$ cat config.mk
export PLATFORM = sky130hd
export DESIGN_NAME = hci_top
export DESIGN_NICKNAME = d
export VERILOG_FILES = /design/src/rtl/hci_buf2.v /design/src/rtl/hci_top.v
export VERILOG_INCLUDE_DIRS = /design/src /design/src/rtl
export SDC_FILE = /design/constraint.sdc
export NUM_CORES = 1
export LEC_CHECK = 0
export ABC_AREA = 1
export BUFFER_PORTS_ARGS = -buffer_cell sky130_fd_sc_hd__buf_2
export CELL_PAD_IN_SITES_DETAIL_PLACEMENT = 1
export CELL_PAD_IN_SITES_GLOBAL_PLACEMENT = 1
export CORE_MARGIN = 10
export CORE_UTILIZATION = 29
export CTS_CLUSTER_DIAMETER = 80
export DETAILED_ROUTE_END_ITERATION = 16
export GPL_TIMING_DRIVEN = 0
export PLACE_DENSITY = 0.57
export SLEW_MARGIN = 20
export SYNTH_ARGS = -nofsm -noshare
export SYNTH_HDL_FRONTEND = slang
export SYNTH_SLANG_ARGS = --single-unit
$ cat constraint.sdc
create_clock -name mclk_i -period 2.51 [get_ports mclk_i]
set_clock_uncertainty 0.2 [all_clocks]
set_input_delay 0.1255 -clock mclk_i [delete_from_list [all_inputs] [get_ports mclk_i]]
set_output_delay 0.1255 -clock mclk_i [all_outputs]
set_load 0.03 [all_outputs]
$ cat src/rtl/hci_map.vh
// Constants for the host command interface: timing, codes, bit fields.
// Assumes a 50 MHz core clock; included by hci_top.
`ifndef HCI_MAP_VH
`define HCI_MAP_VH
// ==========================================================
// Timing
`define HCI_CLK_NS       20
`define HCI_WAKE_MIN_NS  10000
`define HCI_SETTLE_US    2000
`define HCI_UART_DEF_CYC 16'h0364
`define HCI_UART_MIN_CYC 16'h0019
// ==========================================================
// Straps {high, low}
`define HCI_STRAP_SPI    2'h1
`define HCI_STRAP_UART   2'h0
// ==========================================================
// SPI control byte operations
`define HCI_CTL_SEND     2'h0
`define HCI_CTL_POLL     2'h3
`define HCI_CTL_READ     2'h2
`define HCI_CTL_RESET    2'h1
// ==========================================================
// Flag byte bit positions
`define HCI_FLAG_RSP     3
`define HCI_FLAG_CMD     2
// ==========================================================
// Command codes
`define HCI_CODE_ECHO    8'h55
`define HCI_CODE_LO      8'h01
`define HCI_CODE_HI      8'h07
`define HCI_CODE_RATE    8'h0a
`define HCI_CODE_SUBC    8'h0b
`define HCI_CODE_ACF     8'h0d
`endif

$ cat src/rtl/hci_buf2.v
// Two-entry buffer with valid and ready on both sides.
// Assumes both sides on the same clock and a synchronous reset.
`timescale 1ns/10ps
module hci_buf2 #(
    parameter W = 11
) (
    // Clock and reset
    input  wire         mclk_i,
    input  wire         reset_i,
    // Filling side
    input  wire         in_valid_i,
    output wire         in_ready_o,
    input  wire [W-1:0] in_data_i,
    // Draining side
    output wire         out_valid_o,
    input  wire         out_ready_i,
    output wire [W-1:0] out_data_o
);
    reg [W-1:0] mem [0:1];
    reg         wp;
    reg         rp;
    reg [1:0]   cnt;
    wire        push;
    wire        pop;

    // Handshakes from the fill count
    assign in_ready_o  = (cnt != 2'h2);
    assign out_valid_o = (cnt != 2'h0);
    assign out_data_o  = mem[rp];
    assign push        = in_valid_i & in_ready_o;
    assign pop         = out_valid_o & out_ready_i;

    // Pointers and fill count
    always @(posedge mclk_i) begin
        if (reset_i) begin
            wp  <= 1'b0;
            rp  <= 1'b0;
            cnt <= 2'h0;
        end else begin
            if (push) begin
                wp <= ~wp;
            end
            if (pop) begin
                rp <= ~rp;
            end
            if (push & ~pop) begin
                cnt <= cnt + 2'h1;
            end else if (pop & ~push) begin
                cnt <= cnt - 2'h1;
            end
        end
    end

    // Storage has no reset; guarded by cnt
    always @(posedge mclk_i) begin
        if (push) begin
            mem[wp] <= in_data_i;
        end
    end
endmodule // hci_buf2

$ cat src/rtl/hci_top.v
// Host command interface: wake-up, strap selection, SPI and UART ports,
// command frame parsing and response return.
// Assumes pins are asynchronous to mclk_i; core logic shares mclk_i.
`timescale 1ns/10ps
`include "hci_map.vh"
module hci_top #(
    parameter SETTLE_CYC = `HCI_SETTLE_US * 1000 / `HCI_CLK_NS
) (
    // Clock and reset
    input  wire        mclk_i,
    input  wire        reset_i,
    // Straps and wake / UART receive line
    input  wire        interface_strap_low_i,
    input  wire        interface_strap_high_i,
    input  wire        wake_rx_n_i,
    // SPI pins
    input  wire        spi_chip_select_n_i,
    input  wire        spi_sck_i,
    input  wire        spi_mosi_i,
    output reg         spi_miso_o,
    output reg         spi_miso_oe_o,
    output reg         reply_irq_n_o,
    // UART transmit pin
    output reg         uart_tx_o,
    // Core control and status
    input  wire [15:0] uart_bit_cyc_i,
    input  wire        sleep_i,
    input  wire        hibernate_i,
    output reg         ready_o,
    output reg         spi_selected_o,
    output reg         uart_selected_o,
    output reg         device_reset_o,
    // Command byte stream to core
    output wire [7:0]  cmd_data_o,
    output wire        cmd_first_o,
    output wire        cmd_last_o,
    output wire        cmd_reserved_o,
    output wire        cmd_valid_o,
    input  wire        cmd_ready_i,
    // Response byte stream from core
    input  wire [7:0]  rsp_data_i,
    input  wire        rsp_valid_i,
    output wire        rsp_ready_o
);
    localparam WAKE_CYC = (`HCI_WAKE_MIN_NS + `HCI_CLK_NS - 1) / `HCI_CLK_NS;
    localparam W_OFF = 2'h0, W_LOW = 2'h1, W_SETTLE = 2'h2, W_READY = 2'h3;
    localparam S_CTRL = 3'h0, S_SEND = 3'h1, S_POLL = 3'h2, S_READ = 3'h3;
    localparam S_IGN = 3'h4;
    localparam P_CODE = 2'h0, P_LEN = 2'h1, P_DATA = 2'h2;

    // Defined command code check
    function hci_known;
        input [7:0] c;
        begin
            hci_known = (c >= `HCI_CODE_LO && c <= `HCI_CODE_HI) ||
                        c == `HCI_CODE_RATE || c == `HCI_CODE_SUBC ||
                        c == `HCI_CODE_ACF;
        end
    endfunction

    // ==========================================================
    // Pin synchronisers
    reg  [5:0]  sy1;
    reg  [5:0]  sy2;
    reg         sck_d;
    reg         wake_d;
    wire        strap_hi = sy2[5];
    wire        strap_lo = sy2[4];
    wire        wake_n   = sy2[3];
    wire        cs_n     = sy2[2];
    wire        sck      = sy2[1];
    wire        mosi     = sy2[0];

    // Two flops per pin, then edge history; SCK to 2 Mbit/s
    always @(posedge mclk_i) begin
        if (reset_i) begin
            sy1    <= 6'h3f;
            sy2    <= 6'h3f;
            sck_d  <= 1'b1;
            wake_d <= 1'b1;
        end else begin
            sy1    <= {interface_strap_high_i, interface_strap_low_i,
                       wake_rx_n_i, spi_chip_select_n_i, spi_sck_i,
                       spi_mosi_i};
            sy2    <= sy1;
            sck_d  <= sck;
            wake_d <= wake_n;
        end
    end

    // ==========================================================
    // Wake-up and interface selection
    reg  [1:0]  wstate;
    reg  [16:0] wcnt;
    reg         latched;
    wire        wake_fall = wake_d & ~wake_n;

    always @(posedge mclk_i) begin
        if (reset_i) begin
            wstate          <= W_OFF;
            wcnt            <= 17'h0;
            latched         <= 1'b0;
            ready_o         <= 1'b0;
            spi_selected_o  <= 1'b0;
            uart_selected_o <= 1'b0;
        end else begin
            case (wstate)
                W_OFF: begin
                    ready_o <= 1'b0;
                    wcnt    <= 17'h0;
                    if (wake_fall) begin
                        wstate <= W_LOW;
                        if (!latched) begin
                            latched <= 1'b1;
                            spi_selected_o <= ({strap_hi, strap_lo} ==
                                               `HCI_STRAP_SPI);
                            uart_selected_o <= ({strap_hi, strap_lo} ==
                                                `HCI_STRAP_UART);
                        end
                    end
                end
                W_LOW: begin
                    if (wake_n) begin
                        // Short pulses are ignored
                        wcnt   <= 17'h0;
                        wstate <= (wcnt >= WAKE_CYC) ? W_SETTLE : W_OFF;
                    end else if (wcnt < WAKE_CYC) begin
                        wcnt <= wcnt + 17'h1;
                    end
                end
                W_SETTLE: begin
                    if (wcnt >= SETTLE_CYC - 1) begin
                        wstate  <= W_READY;
                        ready_o <= 1'b1;
                    end else begin
                        wcnt <= wcnt + 17'h1;
                    end
                end
                default: begin
                    if (device_reset_o | hibernate_i) begin
                        // Back to power-up: reselect on next wake
                        wstate  <= W_OFF;
                        latched <= 1'b0;
                        ready_o <= 1'b0;
                    end else if (sleep_i) begin
                        wstate  <= W_OFF;
                        ready_o <= 1'b0;
                    end
                end
            endcase
        end
    end

    // ==========================================================
    // Response source and flag byte
    reg         echo_pend;
    reg         tk_s;
    reg         tk_s_e;
    reg         tk_u;
    reg         tk_u_e;
    wire        buf_in_ready;
    wire        rsp_avail = echo_pend | rsp_valid_i;
    wire [7:0]  rsp_byte  = echo_pend ? `HCI_CODE_ECHO : rsp_data_i;
    wire        took_echo = (tk_s & tk_s_e) | (tk_u & tk_u_e);
    reg  [7:0]  flags;

    assign rsp_ready_o = (tk_s & ~tk_s_e) | (tk_u & ~tk_u_e);

    // Flag byte, upper nibble and reserved bits zero
    always @* begin
        flags = 8'h00;
        flags[`HCI_FLAG_RSP] = rsp_avail;
        flags[`HCI_FLAG_CMD] = buf_in_ready;
    end

    // ==========================================================
    // SPI slave
    reg  [2:0]  sstate;
    reg  [2:0]  bitc;
    reg  [7:0]  srx;
    reg  [7:0]  stx;
    reg         tx_hold;
    reg         spi_byte_v;
    reg  [7:0]  spi_byte;
    wire        cs_act   = ~cs_n & ready_o & spi_selected_o;
    wire        sck_rise = ~sck_d & sck;
    wire        sck_fall = sck_d & ~sck;
    wire [7:0]  nb       = {srx[6:0], mosi};

    always @(posedge mclk_i) begin
        if (reset_i) begin
            sstate         <= S_CTRL;
            bitc           <= 3'h0;
            srx            <= 8'h00;
            stx            <= 8'h00;
            tx_hold        <= 1'b0;
            spi_byte_v     <= 1'b0;
            spi_byte       <= 8'h00;
            spi_miso_o     <= 1'b0;
            spi_miso_oe_o  <= 1'b0;
            device_reset_o <= 1'b0;
            tk_s           <= 1'b0;
            tk_s_e         <= 1'b0;
        end else begin
            spi_byte_v     <= 1'b0;
            device_reset_o <= 1'b0;
            tk_s           <= 1'b0;
            spi_miso_o     <= stx[7];
            if (!cs_act) begin
                // Deselected: drop bits, release output
                sstate        <= S_CTRL;
                bitc          <= 3'h0;
                stx           <= 8'h00;
                tx_hold       <= 1'b0;
                spi_miso_oe_o <= 1'b0;
            end else begin
                spi_miso_oe_o <= 1'b1;
                if (sck_rise) begin
                    // Sample on rising edge, MSB first
                    srx  <= nb;
                    bitc <= bitc + 3'h1;
                    if (bitc == 3'h7) begin
                        case (sstate)
                            S_CTRL: begin
                                case (nb[1:0])
                                    `HCI_CTL_SEND: sstate <= S_SEND;
                                    `HCI_CTL_POLL: begin
                                        sstate  <= S_POLL;
                                        stx     <= flags;
                                        tx_hold <= 1'b1;
                                    end
                                    `HCI_CTL_READ: begin
                                        sstate  <= S_READ;
                                        stx     <= rsp_avail ? rsp_byte
                                                             : 8'h00;
                                        tx_hold <= 1'b1;
                                        tk_s    <= rsp_avail;
                                        tk_s_e  <= echo_pend;
                                    end
                                    default: begin
                                        sstate         <= S_IGN;
                                        device_reset_o <= 1'b1;
                                    end
                                endcase
                            end
                            S_SEND: begin
                                spi_byte_v <= 1'b1;
                                spi_byte   <= nb;
                            end
                            S_POLL: begin
                                // Fresh flags every byte
                                stx     <= flags;
                                tx_hold <= 1'b1;
                            end
                            S_READ: begin
                                stx     <= rsp_avail ? rsp_byte : 8'h00;
                                tx_hold <= 1'b1;
                                tk_s    <= rsp_avail;
                                tk_s_e  <= echo_pend;
                            end
                            default: sstate <= S_IGN;
                        endcase
                    end
                end else if (sck_fall) begin
                    // Next bit out on the falling edge
                    if (tx_hold) begin
                        tx_hold <= 1'b0;
                    end else begin
                        stx <= {stx[6:0], 1'b0};
                    end
                end
            end
        end
    end

    // ==========================================================
    // UART receive and transmit, LSB first
    reg  [15:0] rcnt;
    reg  [3:0]  rbit;
    reg         rbusy;
    reg  [7:0]  rsr;
    reg         uart_byte_v;
    reg  [15:0] tcnt;
    reg  [3:0]  tbit;
    reg  [8:0]  tsr;
    wire        u_act = ready_o & uart_selected_o;
    wire [15:0] bcyc;

    // Rate clamped to the 2 Mbit/s ceiling
    assign bcyc = (uart_bit_cyc_i < `HCI_UART_MIN_CYC) ? `HCI_UART_MIN_CYC
                                                       : uart_bit_cyc_i;

    // Receiver only runs once ready, so the wake pulse is ignored
    always @(posedge mclk_i) begin
        if (reset_i | ~u_act) begin
            rcnt        <= 16'h0;
            rbit        <= 4'h0;
            rbusy       <= 1'b0;
            rsr         <= 8'h00;
            uart_byte_v <= 1'b0;
        end else begin
            uart_byte_v <= 1'b0;
            if (!rbusy) begin
                if (wake_fall) begin
                    rbusy <= 1'b1;
                    rbit  <= 4'h0;
                    rcnt  <= {1'b0, bcyc[15:1]};
                end
            end else if (rcnt != 16'h0) begin
                rcnt <= rcnt - 16'h1;
            end else begin
                rcnt <= bcyc - 16'h1;
                rbit <= rbit + 4'h1;
                if (rbit == 4'h0) begin
                    rbusy <= ~wake_n;
                end else if (rbit == 4'h9) begin
                    rbusy       <= 1'b0;
                    uart_byte_v <= wake_n;
                end else begin
                    rsr <= {wake_n, rsr[7:1]};
                end
            end
        end
    end

    // Transmitter drains the response stream
    always @(posedge mclk_i) begin
        if (reset_i | ~u_act) begin
            tcnt      <= 16'h0;
            tbit      <= 4'h0;
            tsr       <= 9'h1ff;
            uart_tx_o <= 1'b1;
            tk_u      <= 1'b0;
            tk_u_e    <= 1'b0;
        end else begin
            tk_u <= 1'b0;
            if (tcnt != 16'h0) begin
                // Counting here also times the stop bit before a reload
                tcnt <= tcnt - 16'h1;
            end else if (tbit == 4'h0) begin
                if (rsp_avail & ~tk_u) begin
                    tsr       <= {rsp_byte, 1'b0};
                    tbit      <= 4'ha;
                    tcnt      <= 16'h0;
                    tk_u      <= 1'b1;
                    tk_u_e    <= echo_pend;
                end
            end else begin
                uart_tx_o <= tsr[0];
                tsr       <= {1'b1, tsr[8:1]};
                tcnt      <= bcyc - 16'h1;
                tbit      <= tbit - 4'h1;
            end
        end
    end

    // ==========================================================
    // Command frame parser feeding the buffer
    reg  [1:0]  pstate;
    reg  [7:0]  remain;
    reg         reserved;
    reg  [10:0] pin;
    reg         pin_v;
    wire        in_v = spi_byte_v | uart_byte_v;
    wire [7:0]  in_b = spi_selected_o ? spi_byte : rsr;

    always @(posedge mclk_i) begin
        if (reset_i | ~ready_o) begin
            pstate    <= P_CODE;
            remain    <= 8'h00;
            reserved  <= 1'b0;
            pin       <= 11'h000;
            pin_v     <= 1'b0;
            echo_pend <= 1'b0;
        end else begin
            if (in_v && pstate == P_CODE && in_b == `HCI_CODE_ECHO) begin
                echo_pend <= 1'b1;
            end else if (took_echo) begin
                echo_pend <= 1'b0;
            end
            if (pin_v & buf_in_ready) begin
                pin_v <= 1'b0;
            end
            if (in_v) begin
                case (pstate)
                    P_CODE: begin
                        if (in_b != `HCI_CODE_ECHO) begin
                            reserved <= ~hci_known(in_b);
                            pin      <= {~hci_known(in_b), 2'h2, in_b};
                            pin_v    <= 1'b1;
                            pstate   <= P_LEN;
                        end
                    end
                    P_LEN: begin
                        remain <= in_b;
                        pin    <= {reserved, 1'b0, (in_b == 8'h00), in_b};
                        pin_v  <= 1'b1;
                        pstate <= (in_b == 8'h00) ? P_CODE : P_DATA;
                    end
                    default: begin
                        remain <= remain - 8'h01;
                        pin    <= {reserved, 1'b0, (remain == 8'h01), in_b};
                        pin_v  <= 1'b1;
                        if (remain == 8'h01) begin
                            pstate <= P_CODE;
                        end
                    end
                endcase
            end
        end
    end

    // Reply interrupt for SPI hosts
    always @(posedge mclk_i) begin
        if (reset_i) begin
            reply_irq_n_o <= 1'b1;
        end else begin
            reply_irq_n_o <= ~(ready_o & spi_selected_o & rsp_avail);
        end
    end

    // Buffer between parser and core
    hci_buf2 #(
        .W (11)
    ) u_buf (
        .mclk_i      (mclk_i),
        .reset_i     (reset_i),
        .in_valid_i  (pin_v),
        .in_ready_o  (buf_in_ready),
        .in_data_i   (pin),
        .out_valid_o (cmd_valid_o),
        .out_ready_i (cmd_ready_i),
        .out_data_o  ({cmd_reserved_o, cmd_first_o, cmd_last_o, cmd_data_o})
    );
endmodule // hci_top

---- Yosys cells after proc, flatten, opt, wreduce, memory -nomap -nowiden ----
Memory sizes are Yosys's and may differ from the RTL's. A register that Yosys moved wholly into a read port is not among the register bits.
Cells that the tools add are included.
operators by class
  add/sub/neg operators ................... 10
  $lt $le $gt $ge ......................... 6
  bitwise operators ....................... 54
  multiplexer cells ....................... 80
  equal/unequal tests ..................... 34
  reduce and logical (&&, ||, !) cells .... 57
operators by type and width
  cell                                                                     number
  16-bit 2-to-1 mux                                                        7
  8-bit 2-to-1 mux                                                         7
  17-bit 2-to-1 mux                                                        3
  17-bit one-hot mux with 3 select lines                                   1
  16-bit by 1-bit subtractor with 16-bit output (second input constant)    3
  8-bit one-hot mux with 2 select lines                                    2
  16-bit nonzero test                                                      2
  1-bit 2-to-1 mux                                                         30
  1-bit inverter                                                           30
  8-bit by 4-bit == test with 1-bit output (second input constant)         3
  8-bit one-hot mux with 3 select lines                                    1
  3-bit AND reduction                                                      8
  2-bit 2-to-1 mux                                                         11
  11-bit one-hot mux with 2 select lines                                   1
  4-bit 2-to-1 mux                                                         5
  9-bit 2-to-1 mux                                                         2
  17-bit by 1-bit adder with 17-bit output (second input constant)         1
  1-bit AND                                                                17
  17-bit >= comparator (second input constant)                             1
  17-bit by 9-bit >= comparator with 1-bit output (second input constant)  1
  17-bit by 9-bit < comparator with 1-bit output (second input constant)   1
  16-bit by 5-bit < comparator with 1-bit output (second input constant)   1
  4-bit AND reduction                                                      4
  2-bit != test (second input constant)                                    7
  46 further kinds                                                         92
storage, ports and cells
  memories kept ........................... 1
  memory bits (writable) .................. 22
  input bits .............................. 36
  output and inout port bits .............. 21
  bits in registers ....................... 164
  logic and storage cells ................. 285
memories
  memory     depth  width  rd ports  clocked after memory_dff  wr ports  RTL line       text
  u_buf.mem  2      11     1         1                         1         hci_buf2.v:19  reg [W-1:0] mem [0:1];

---- Depth between registers and ports, before layout ----
Gate-level depths: netlist (run 1).
  depth in word-level cells ............... 9
  gate-level depth with buffers ........... 17
  depth with buffers taken out ............ 17

---- Modules after synthesis ----
From an unflattened synthesis (run 1), not the netlist that was laid out.
unflattened totals
  cells, all modules ...................... 1335
  area, all modules ....................... 9582.9 um^2
by module, submodules not included
  module    area an instance (um^2)  instances  cells each
  hci_top   8501.9                   1          1264
  hci_buf2  1081.0                   1          71

---- Least setup slack after synthesis (run 1) ----
No wires, ideal clock.
  path type ............................... input -> register
  start point ............................. input port uart_bit_cyc_i[8]
  end point ............................... register rcnt[8]
  path slack .............................. 0.423 ns
  buffers on the path ..................... 0
  library setup time ...................... 0.070 ns
  cell stages on the path ................. 15
  arrival time ............................ 1.816 ns
  cell sequence ........................... nor2_1 > nand2_1 > nor2_1 > nand3_2 > inv_1 > nor2_1 > inv_1 > ha_1 > inv_1 > nor2_1 > nand3_1 > nor2_4 > xor2_1 > nand2_1 > a21oi_1
on the way
  word-level cells in the longest chain between the ends .. 5
  elaborated cells between the ends (all ways) .. 6
RTL lines
  what                                                      RTL line       text
  start, declared                                           hci_top.v:26   input wire [15:0] uart_bit_cyc_i,
  16-bit by 5-bit < comparator with 1-bit output (no line)  --
  16-bit 2-to-1 mux (*)                                     hci_top.v:290  assign bcyc = (uart_bit_cyc_i < `HCI_UART_MIN_CYC) ? `HCI_UART_MIN_CYC
  16-bit by 1-bit subtractor with 16-bit output             hci_top.v:312  rcnt <= bcyc - 16'h1;
  16-bit 2-to-1 mux                                         hci_top.v:309  end else if (rcnt != 16'h0) begin
  16-bit 2-to-1 mux (*)                                     hci_top.v:303  if (!rbusy) begin
  end signal, assigned                                      hci_top.v:307  rcnt <= {1'b0, bcyc[15:1]};
  end signal, assigned                                      hci_top.v:310  rcnt <= rcnt - 16'h1;
  end signal, assigned                                      hci_top.v:312
  end, declared                                             hci_top.v:278  reg [15:0] rcnt;
Mark *: on every way between the ends. The rest lies on a longest branch, timed or not. The select of a mux whose other input is x is not followed.
A chain may end at the register's enable or synchronous reset.

---- Worst setup path after layout (run 1) ----
  start point ............................. register wstate[0]
  end point ............................... register ready_o
on the way
  word-level cells in the longest chain between the ends .. 3
  elaborated cells between the ends (all ways) .. 8
RTL lines
  what                                                   RTL line       text
  start, declared                                        hci_top.v:93   reg [1:0] wstate;
  start signal, assigned                                 hci_top.v:126  wstate <= (wcnt >= WAKE_CYC) ? W_SETTLE : W_OFF;
  2-bit == test, or another cell as far along            hci_top.v:107  case (wstate)
  2-bit != test (no line), or another cell as far along  --
  3-bit AND reduction (no line)                          --
  end signal, assigned                                   hci_top.v:103  ready_o <= 1'b0;
  end signal, assigned                                   hci_top.v:109  ready_o <= 1'b0;
  end signal, assigned                                   hci_top.v:134  ready_o <= 1'b1;
  end, declared                                          hci_top.v:29   output reg ready_o,
Several ways; a longest one is shown, not always the timed one.

==> results.toml, run 1 <==
[die]
core-area_um2 = 32800
io_pins = 57
num_rows = 66
start_util_pct = 29.6
die_x_um = 203
die_y_um = 203
die-area_um2 = 41200

[placement]
placed_area_um2 = 10500
place.gp.congestion = 0.784
io_buffers = 55
dpl.hpwl_mm = 23.3

[pwr]
ir_drop_uv = 474
p_leak_uw = 0.00483
power_density_nw_per_um2 = 630

[critical_path]
worst_setup_path_end_kind = "flip-flop"
arrival_ns = 2.48
required_ns = 2.66
startpoint_type = "flip-flop"
critical_path.max_fanout = 5
worstSetupPathType = "reg -> reg"

[layout]
antenna_cells = 0
fillCellCount = 4092
multiInputGateArea_um2 = 4890
fin_area_um2 = 11600
layout-drive-gt1-share_pct = 13.1
area_growth_pct = 19.8
seq_area_um2 = 3960
final_nets = 1514

[global_route]
overflow = 0
grt_usage_pct = 15.2
grt_max_degree = 23
grt_first_pass_wirelength_mm = 50.4
antenna_found_initial = 0
grt_pass1_vias = 9592

[synth]
synthArstFlopShare_pct = 0
synth.avg_cell_area_um2 = 7.24
synth_cell_types = 58
ys_ff_latch = 187
synth-edff-count = 22
yosysSeqAreaShare_pct = 40.8
yosysWarningCount = 0
synth_fp_nets = 1396
synthCells = 1340
syn_area_um2 = 9700
synthFlopType = "dfxtp_1"

[clock_network]
clock_sinks = 187
post_cts_buffers = 0
cts_tree = "yes"
ctsRootBufferMaster = "clkbuf_16"
htreeDepth = 4
path_clk_slew_ns = 0.08
cts_buffers = 17
clk_latency_ns = 0.46
clockBufferDepth = 2

[detailed_routing]
route.detailed.drc = 0
first_iter_violations = 343
ant_nets = 0
drt-total-wl_mm = 30.9
vias = 9168
routedWlPerCell_um = 16.1
firstDrtPassIters = 4
via_per_inst = 4.79

[timing]
layout_min_cycle_time_ns = 2.33
fmax_mhz = 429
rsz0062_at_grt = "false"
relSlewSlack_pct = 37.3
slew_violations = 0
tns_ns = 0
hold_viol_final = 0
final-setup-viol-count = 0
worst_pin_slew_ns = 0.936
fin_crit_sh_pct = 92.9

[outcome]
status = "complete, no violations"

[job]
cap_violations = 0

[min_path]
min_path_type = "in -> reg"
[state kept, by name, indices dropped and copies added, names as in the netlist, 3 cells and up, named ones only]
name / count
remain: 8
rsr: 8
u_buf.mem: 22
sy2: 6
spi_byte: 8
sstate: 3
rbit: 4
stx: 8
srx: 7
wcnt: 17
pin: 11
sy1: 6
tcnt: 16
rcnt: 16
bitc: 3
tbit: 4
tsr: 9
[logic make-up after synthesis]
| family | count (synthesis) | synth area share [%] |
|---|---|---|
| simple gates | 579 | 26.5 |
| compound gates | 306 | 17.5 |
| buf+inv | 213 | 9.09 |
| flops | 187 | 40.8 |
| xor+xnor | 24 | 2.17 |
| fa+ha+maj | 20 | 2.58 |
| mux | 11 | 1.28 |
[cell type report]
type                    count  share of cell area, %
multi-input cells         940                   42.0
plain buffers              34                   1.79
clock inverters            15                   1.73
well taps                 442                   4.76
clock buffers              17                   3.66
repair buffers             99                   6.15
flip-flops and latches    187                   34.1
inverters                 179                   5.81
[worst paths after layout]
check	startpoint	end	slack, ns	depth (start not counted)
worst max-delay path	wstate[0]	ready_o	0.18	7
worst min-delay path	uart_bit_cyc_i[1]	rcnt[0]	0.02	7
worst max register to register	wstate[0]	ready_o	0.18	7
worst min register to register	sy1[4]	sy2[4]	0.22	1
[synthesized netlist by cell type, types with 3 or more instances]
cell type  instances  area (um2)
edfxtp_1          22         661
buf_2              6        30.0
xor2_1            18         158
nor2_4             6        67.6
nor2_1           184         691
nand4_1           15        93.8
a31oi_1            3        18.8
inv_1            169         634
xnor2_1            6        52.6
ha_1              20         250
o311ai_0           3        26.3
clkinv_1           3        11.3
o211ai_1           9        67.6
a21oi_1          132         661
nand3b_1           5        37.5
mux2_2            11         124
clkbuf_1          14        52.6
dfxtp_1          165        3300
nand2_2            5        31.3
o21ai_0          105         526
nor3_1            15        75.1
or2_2             19         119
nor2_2             8        50.1
inv_2              5        18.8
a21oi_2            5        43.8
o21ai_1           13        65.1
o22ai_1           12        75.1
buf_4              4        30.0
o21ai_2            7        61.3
buf_6              5        56.3
nand3_1           72         360
nand2_1          232         871
a211oi_1           4        30.0
nor4_1             7        43.8
[per-layer routing]
metal	GRT usage [%]	share of wire, %	wire (um)
met2	27.3	50	15500
met4	3.49	0.83	257
met5	0	0	0
met1	18.3	47	14400
met3	2.61	2.2	669
[placed cells by master, fill, tap and decap left out, types with 13 or more instances in the layout]
cell / Yosys / final
nand2_1: 232 / 231
nor2_1: 184 / 179
inv_1: 169 / 167
dfxtp_1: 165 / 165
a21oi_1: 132 / 132
o21ai_0: 105 / 105
nand3_1: 72 / 72
buf_2: 6 / 61
dlygate4sd3_1: 0 / 44
edfxtp_1: 22 / 22
ha_1: 20 / 20
or2_2: 19 / 19
xor2_1: 18 / 18
clkbuf_16: 0 / 17
nor3_1: 15 / 15
nand4_1: 15 / 15
clkbuf_1: 14 / 13
o21ai_1: 13 / 13
[what timing repair did]
action / 4_1_cts / 5_1_grt
gates resized for setup: 3 / 7
hold buffers: 44 / 0
setup endpoints to repair: 15 / 24
endpoints found under the hold margin: 49 / 0
[per-stage QoR]
step	hold WS, ns	total power, uW	std cells	util, %	setup slack (ns)
floorplan	0.0293	4110	1340	-	0.423
global placement	0.112	4440	1837	32.1	-0.467
detailed placement	0.113	4460	1837	32.1	-0.463
CTS	0.00731	7420	1913	35.4	0.0772
global route	0.0688	7720	1913	35.5	0.00276
finish	0.0209	7320	1913	35.5	0.179
[power by group]
part / switching (uW) / total [uW] / internal (uW)
logic: 746 / 1150 / 405
clock network: 1500 / 2880 / 1390
registers: 143 / 3290 / 3140
total: 2390 / 7320 / 4930
[worst max-delay path: stages (launching register included)]
cell and delay [ns]:
dfxtp_1 0.37, inv_1 0.09, ha_1 0.31, nor2_1 0.31
nand3b_1 0.18, dlygate4sd3_1 0.62, nand3_1 0.09, a21oi_1 0.06
No activity file was read; power rests on OpenSTA's default activity.
==> inputs of run 2 (changes only) <==
- ABC_AREA: 1 -> default
- PLACE_DENSITY: 0.57 -> 0.55
- RECOVER_POWER: default -> 100
==> run 2 against run 1 <==
  * Sequential share of layout area barely moved
  * Clock-buffer cell count did not move
  * Critical path depth rose by 5
  * Critical path type is now in -> reg
  * Largest cell class unchanged
  * Largest power group unchanged
  * Highest routed layer unchanged
==> results.toml, run 2 <==
[outcome]
status = "complete, no violations"

[timing]
slew_violations = 0
worst_pin_slew_ns = 0.773
fin_crit_sh_pct = 95.8
rsz0062_at_grt = "true"
relSlewSlack_pct = 48.5
final-setup-viol-count = 0
hold_viol_final = 0
layout_min_cycle_time_ns = 2.40
fmax_mhz = 416
setup_ws_ns = 0.106

[placement]
io_buffers = 54
dp_slack_ns = -0.783
dpl.hpwl_mm = 23.0
place.gp.congestion = 0.807

[clock_network]
cts_tree = "yes"
ctsRootBufferMaster = "clkbuf_16"
htreeDepth = 4
clock_sinks = 187
clockBufferDepth = 2
clk_latency_ns = 0.44
path_clk_slew_ns = 0.07
cts_buffers = 17

[layout]
fillCellCount = 3814
layout_common_cells = "dfxtp_1 (162), nor2_1 (102), nand2_1 (91)"
reg.largest.list = "u_buf.mem (22), wcnt (17)"
largest_reg_flops = 22
layout-drive-gt1-share_pct = 16.4
antenna_cells = 0
final_common_cell = "dfxtp_1"
final_nets = 1257
area_growth_pct = 22.3
fin_util_pct = 35.8
top_register = "u_buf.mem"

[synth]
yosys.area_share.simple_pct = 23.1
yosysSeqAreaShare_pct = 41.7
synth.avg_cell_area_um2 = 8.72
synth-compound-area-share_pct = 19.9
synth_most_common_cell = "dfxtp_1"
synth_fp_nets = 1146
synth-edff-count = 22
synth_cell_types = 76
synth_fa_ha_area_share_pct = 2.63
synth_top_family_by_area = "simple AND/OR/NAND/NOR gates"
synthArstFlopShare_pct = 0
synth_xor_area_share_pct = 2.40
yosysWarningCount = 0
synthMuxAreaShare_pct = 6.13
synthTopCellsByArea = "dfxtp_1 (35%), edfxtp_1 (7.0%), nor2_1 (4.2%)"
synthCells = 1090
synthFlopType = "dfxtp_1"
synth_commonest_cells = "dfxtp_1 (165), nor2_1 (106), nand2_1 (94)"
syn_area_um2 = 9510
yosysTopAreaCell = "dfxtp_1"
ys_ff_latch = 187
yosysTopAreaCellShare_pct = 34.8

[detailed_routing]
firstDrtPassIters = 5
drt-total-wl_mm = 31.2
route.detailed.drc = 0
routedWlPerCell_um = 18.8
ant_nets = 0
via_per_inst = 5.23
first_iter_violations = 521
vias = 8650

[die]
start_util_pct = 29.3
core-area_um2 = 32500
die-area_um2 = 40400
die_y_um = 201
num_rows = 66
io_pins = 57
die_x_um = 201

[critical_path]
required_ns = 2.67
startpoint = "uart_bit_cyc_i[6]"
worst_setup_path_end_kind = "flip-flop"
arrival_ns = 2.57
critical_path.max_fanout = 10
startpoint_type = "input port"
worstSetupPathType = "in -> reg"
worstReg2RegStart = "rcnt[6]"

[min_path]
min_path_type = "in -> reg"
hp-start = "uart_bit_cyc_i[12]"

[global_route]
grt_first_pass_wirelength_mm = 49.6
grt_pass1_vias = 8680
grt_max_degree = 17
antenna_found_initial = 0
grt_usage_pct = 15.2
overflow = 0

[pwr]
ir_drop_uv = 483
p_total_uw = 6200
power_density_nw_per_um2 = 533
p_leak_uw = 0.00411

[job]
cap_violations = 0
[run 2: cell types whose count changed in the layout (fill, tap and decap cells not counted), sizes merged, moves of 38 or more]
| cell | delta |
|---|---|
| a21oi | -78 |
| nor2 | -94 |
| o21ai | -66 |
| clkbuf | +51 |
| mux2i | +38 |
| inv | -146 |
| nand2 | -144 |
| nand3 | -49 |
[run 2: worst paths after layout]
path         endpoint  slack, ns  cells past startpoint
max          tcnt[14]       0.11                     12
min          rcnt[12]       0.02                      4
max reg2reg   rcnt[6]       0.12                      6
min reg2reg    sy2[0]       0.21                      1
[run 2: routing by layer]
layer | track usage [%] | routed length (um) | share of wire (%) | vias to the layer above
li1 | - | - | - | 4250
met4 | 3.95 | 432 | 1.4 | 0
met2 | 23.9 | 14000 | 45 | 93
met3 | 2.26 | 603 | 1.9 | 31
met5 | 0 | 0 | 0 | -
met1 | 21.2 | 16200 | 52 | 4276
[run 2: what timing repair did]
item,in CTS,in global routing
gates resized for setup,26,65
hold buffers,30,1
pin swaps,5,6
setup endpoints to repair,75,86
buffers inserted,7,2
gates cloned,0,1
endpoints found under the hold margin,44,1
[run 2: layout make-up]
type / instances / area [um2] / area share, %
flip-flops and latches: 187 / 3970 / 34.1
plain buffers: 56 / 275 / 2.37
clock inverters: 14 / 169 / 1.45
multi-input cells: 807 / 5470 / 47.0
well taps: 442 / 553 / 4.76
clock buffers: 17 / 425 / 3.66
repair buffers: 95 / 629 / 5.41
inverters: 37 / 139 / 1.19
[run 2: through the flow]
stage          area (um2)  hold WS, ns  setup TNS [ns]  instances
5_1_grt             11600      0.00996         -0.0497       1655
3_3_place_gp        10400        0.111          -13.05       1586
2_1_floorplan        9590       0.0293               0       1090
6_report            11600       0.0150               0       1655
4_1_cts             11400       -0.119         -0.0550       1653
3_5_place_dp        10400        0.113          -12.79       1586
[run 2: worst max-delay path: stages]
cell and delay (ns):
buf_2 0.16, nor4_4 0.29, and4b_2 0.32, buf_6 0.17, o21ai_2 0.11, nand2_2 0.13
ha_4 0.18, nor2b_4 0.19, nand3_4 0.14, a2111oi_4 0.42, o21ai_2 0.16, a21oi_1 0.17
[run 2: kinds of logic after synthesis]
logic type | after synthesis
AO/OA/AOI/OAI | 281
AND/OR/NAND/NOR | 424
multiplexers | 56
XOR/XNOR | 26
flip-flops | 187
adder cells (fa/ha/maj) | 20
buffers and inverters | 96
[run 2: report_power, final]
part / switching, uW / internal, uW
combinational: 212 / 143
sequential: 10.8 / 3030
clock: 1240 / 1570
total: 1460 / 4740
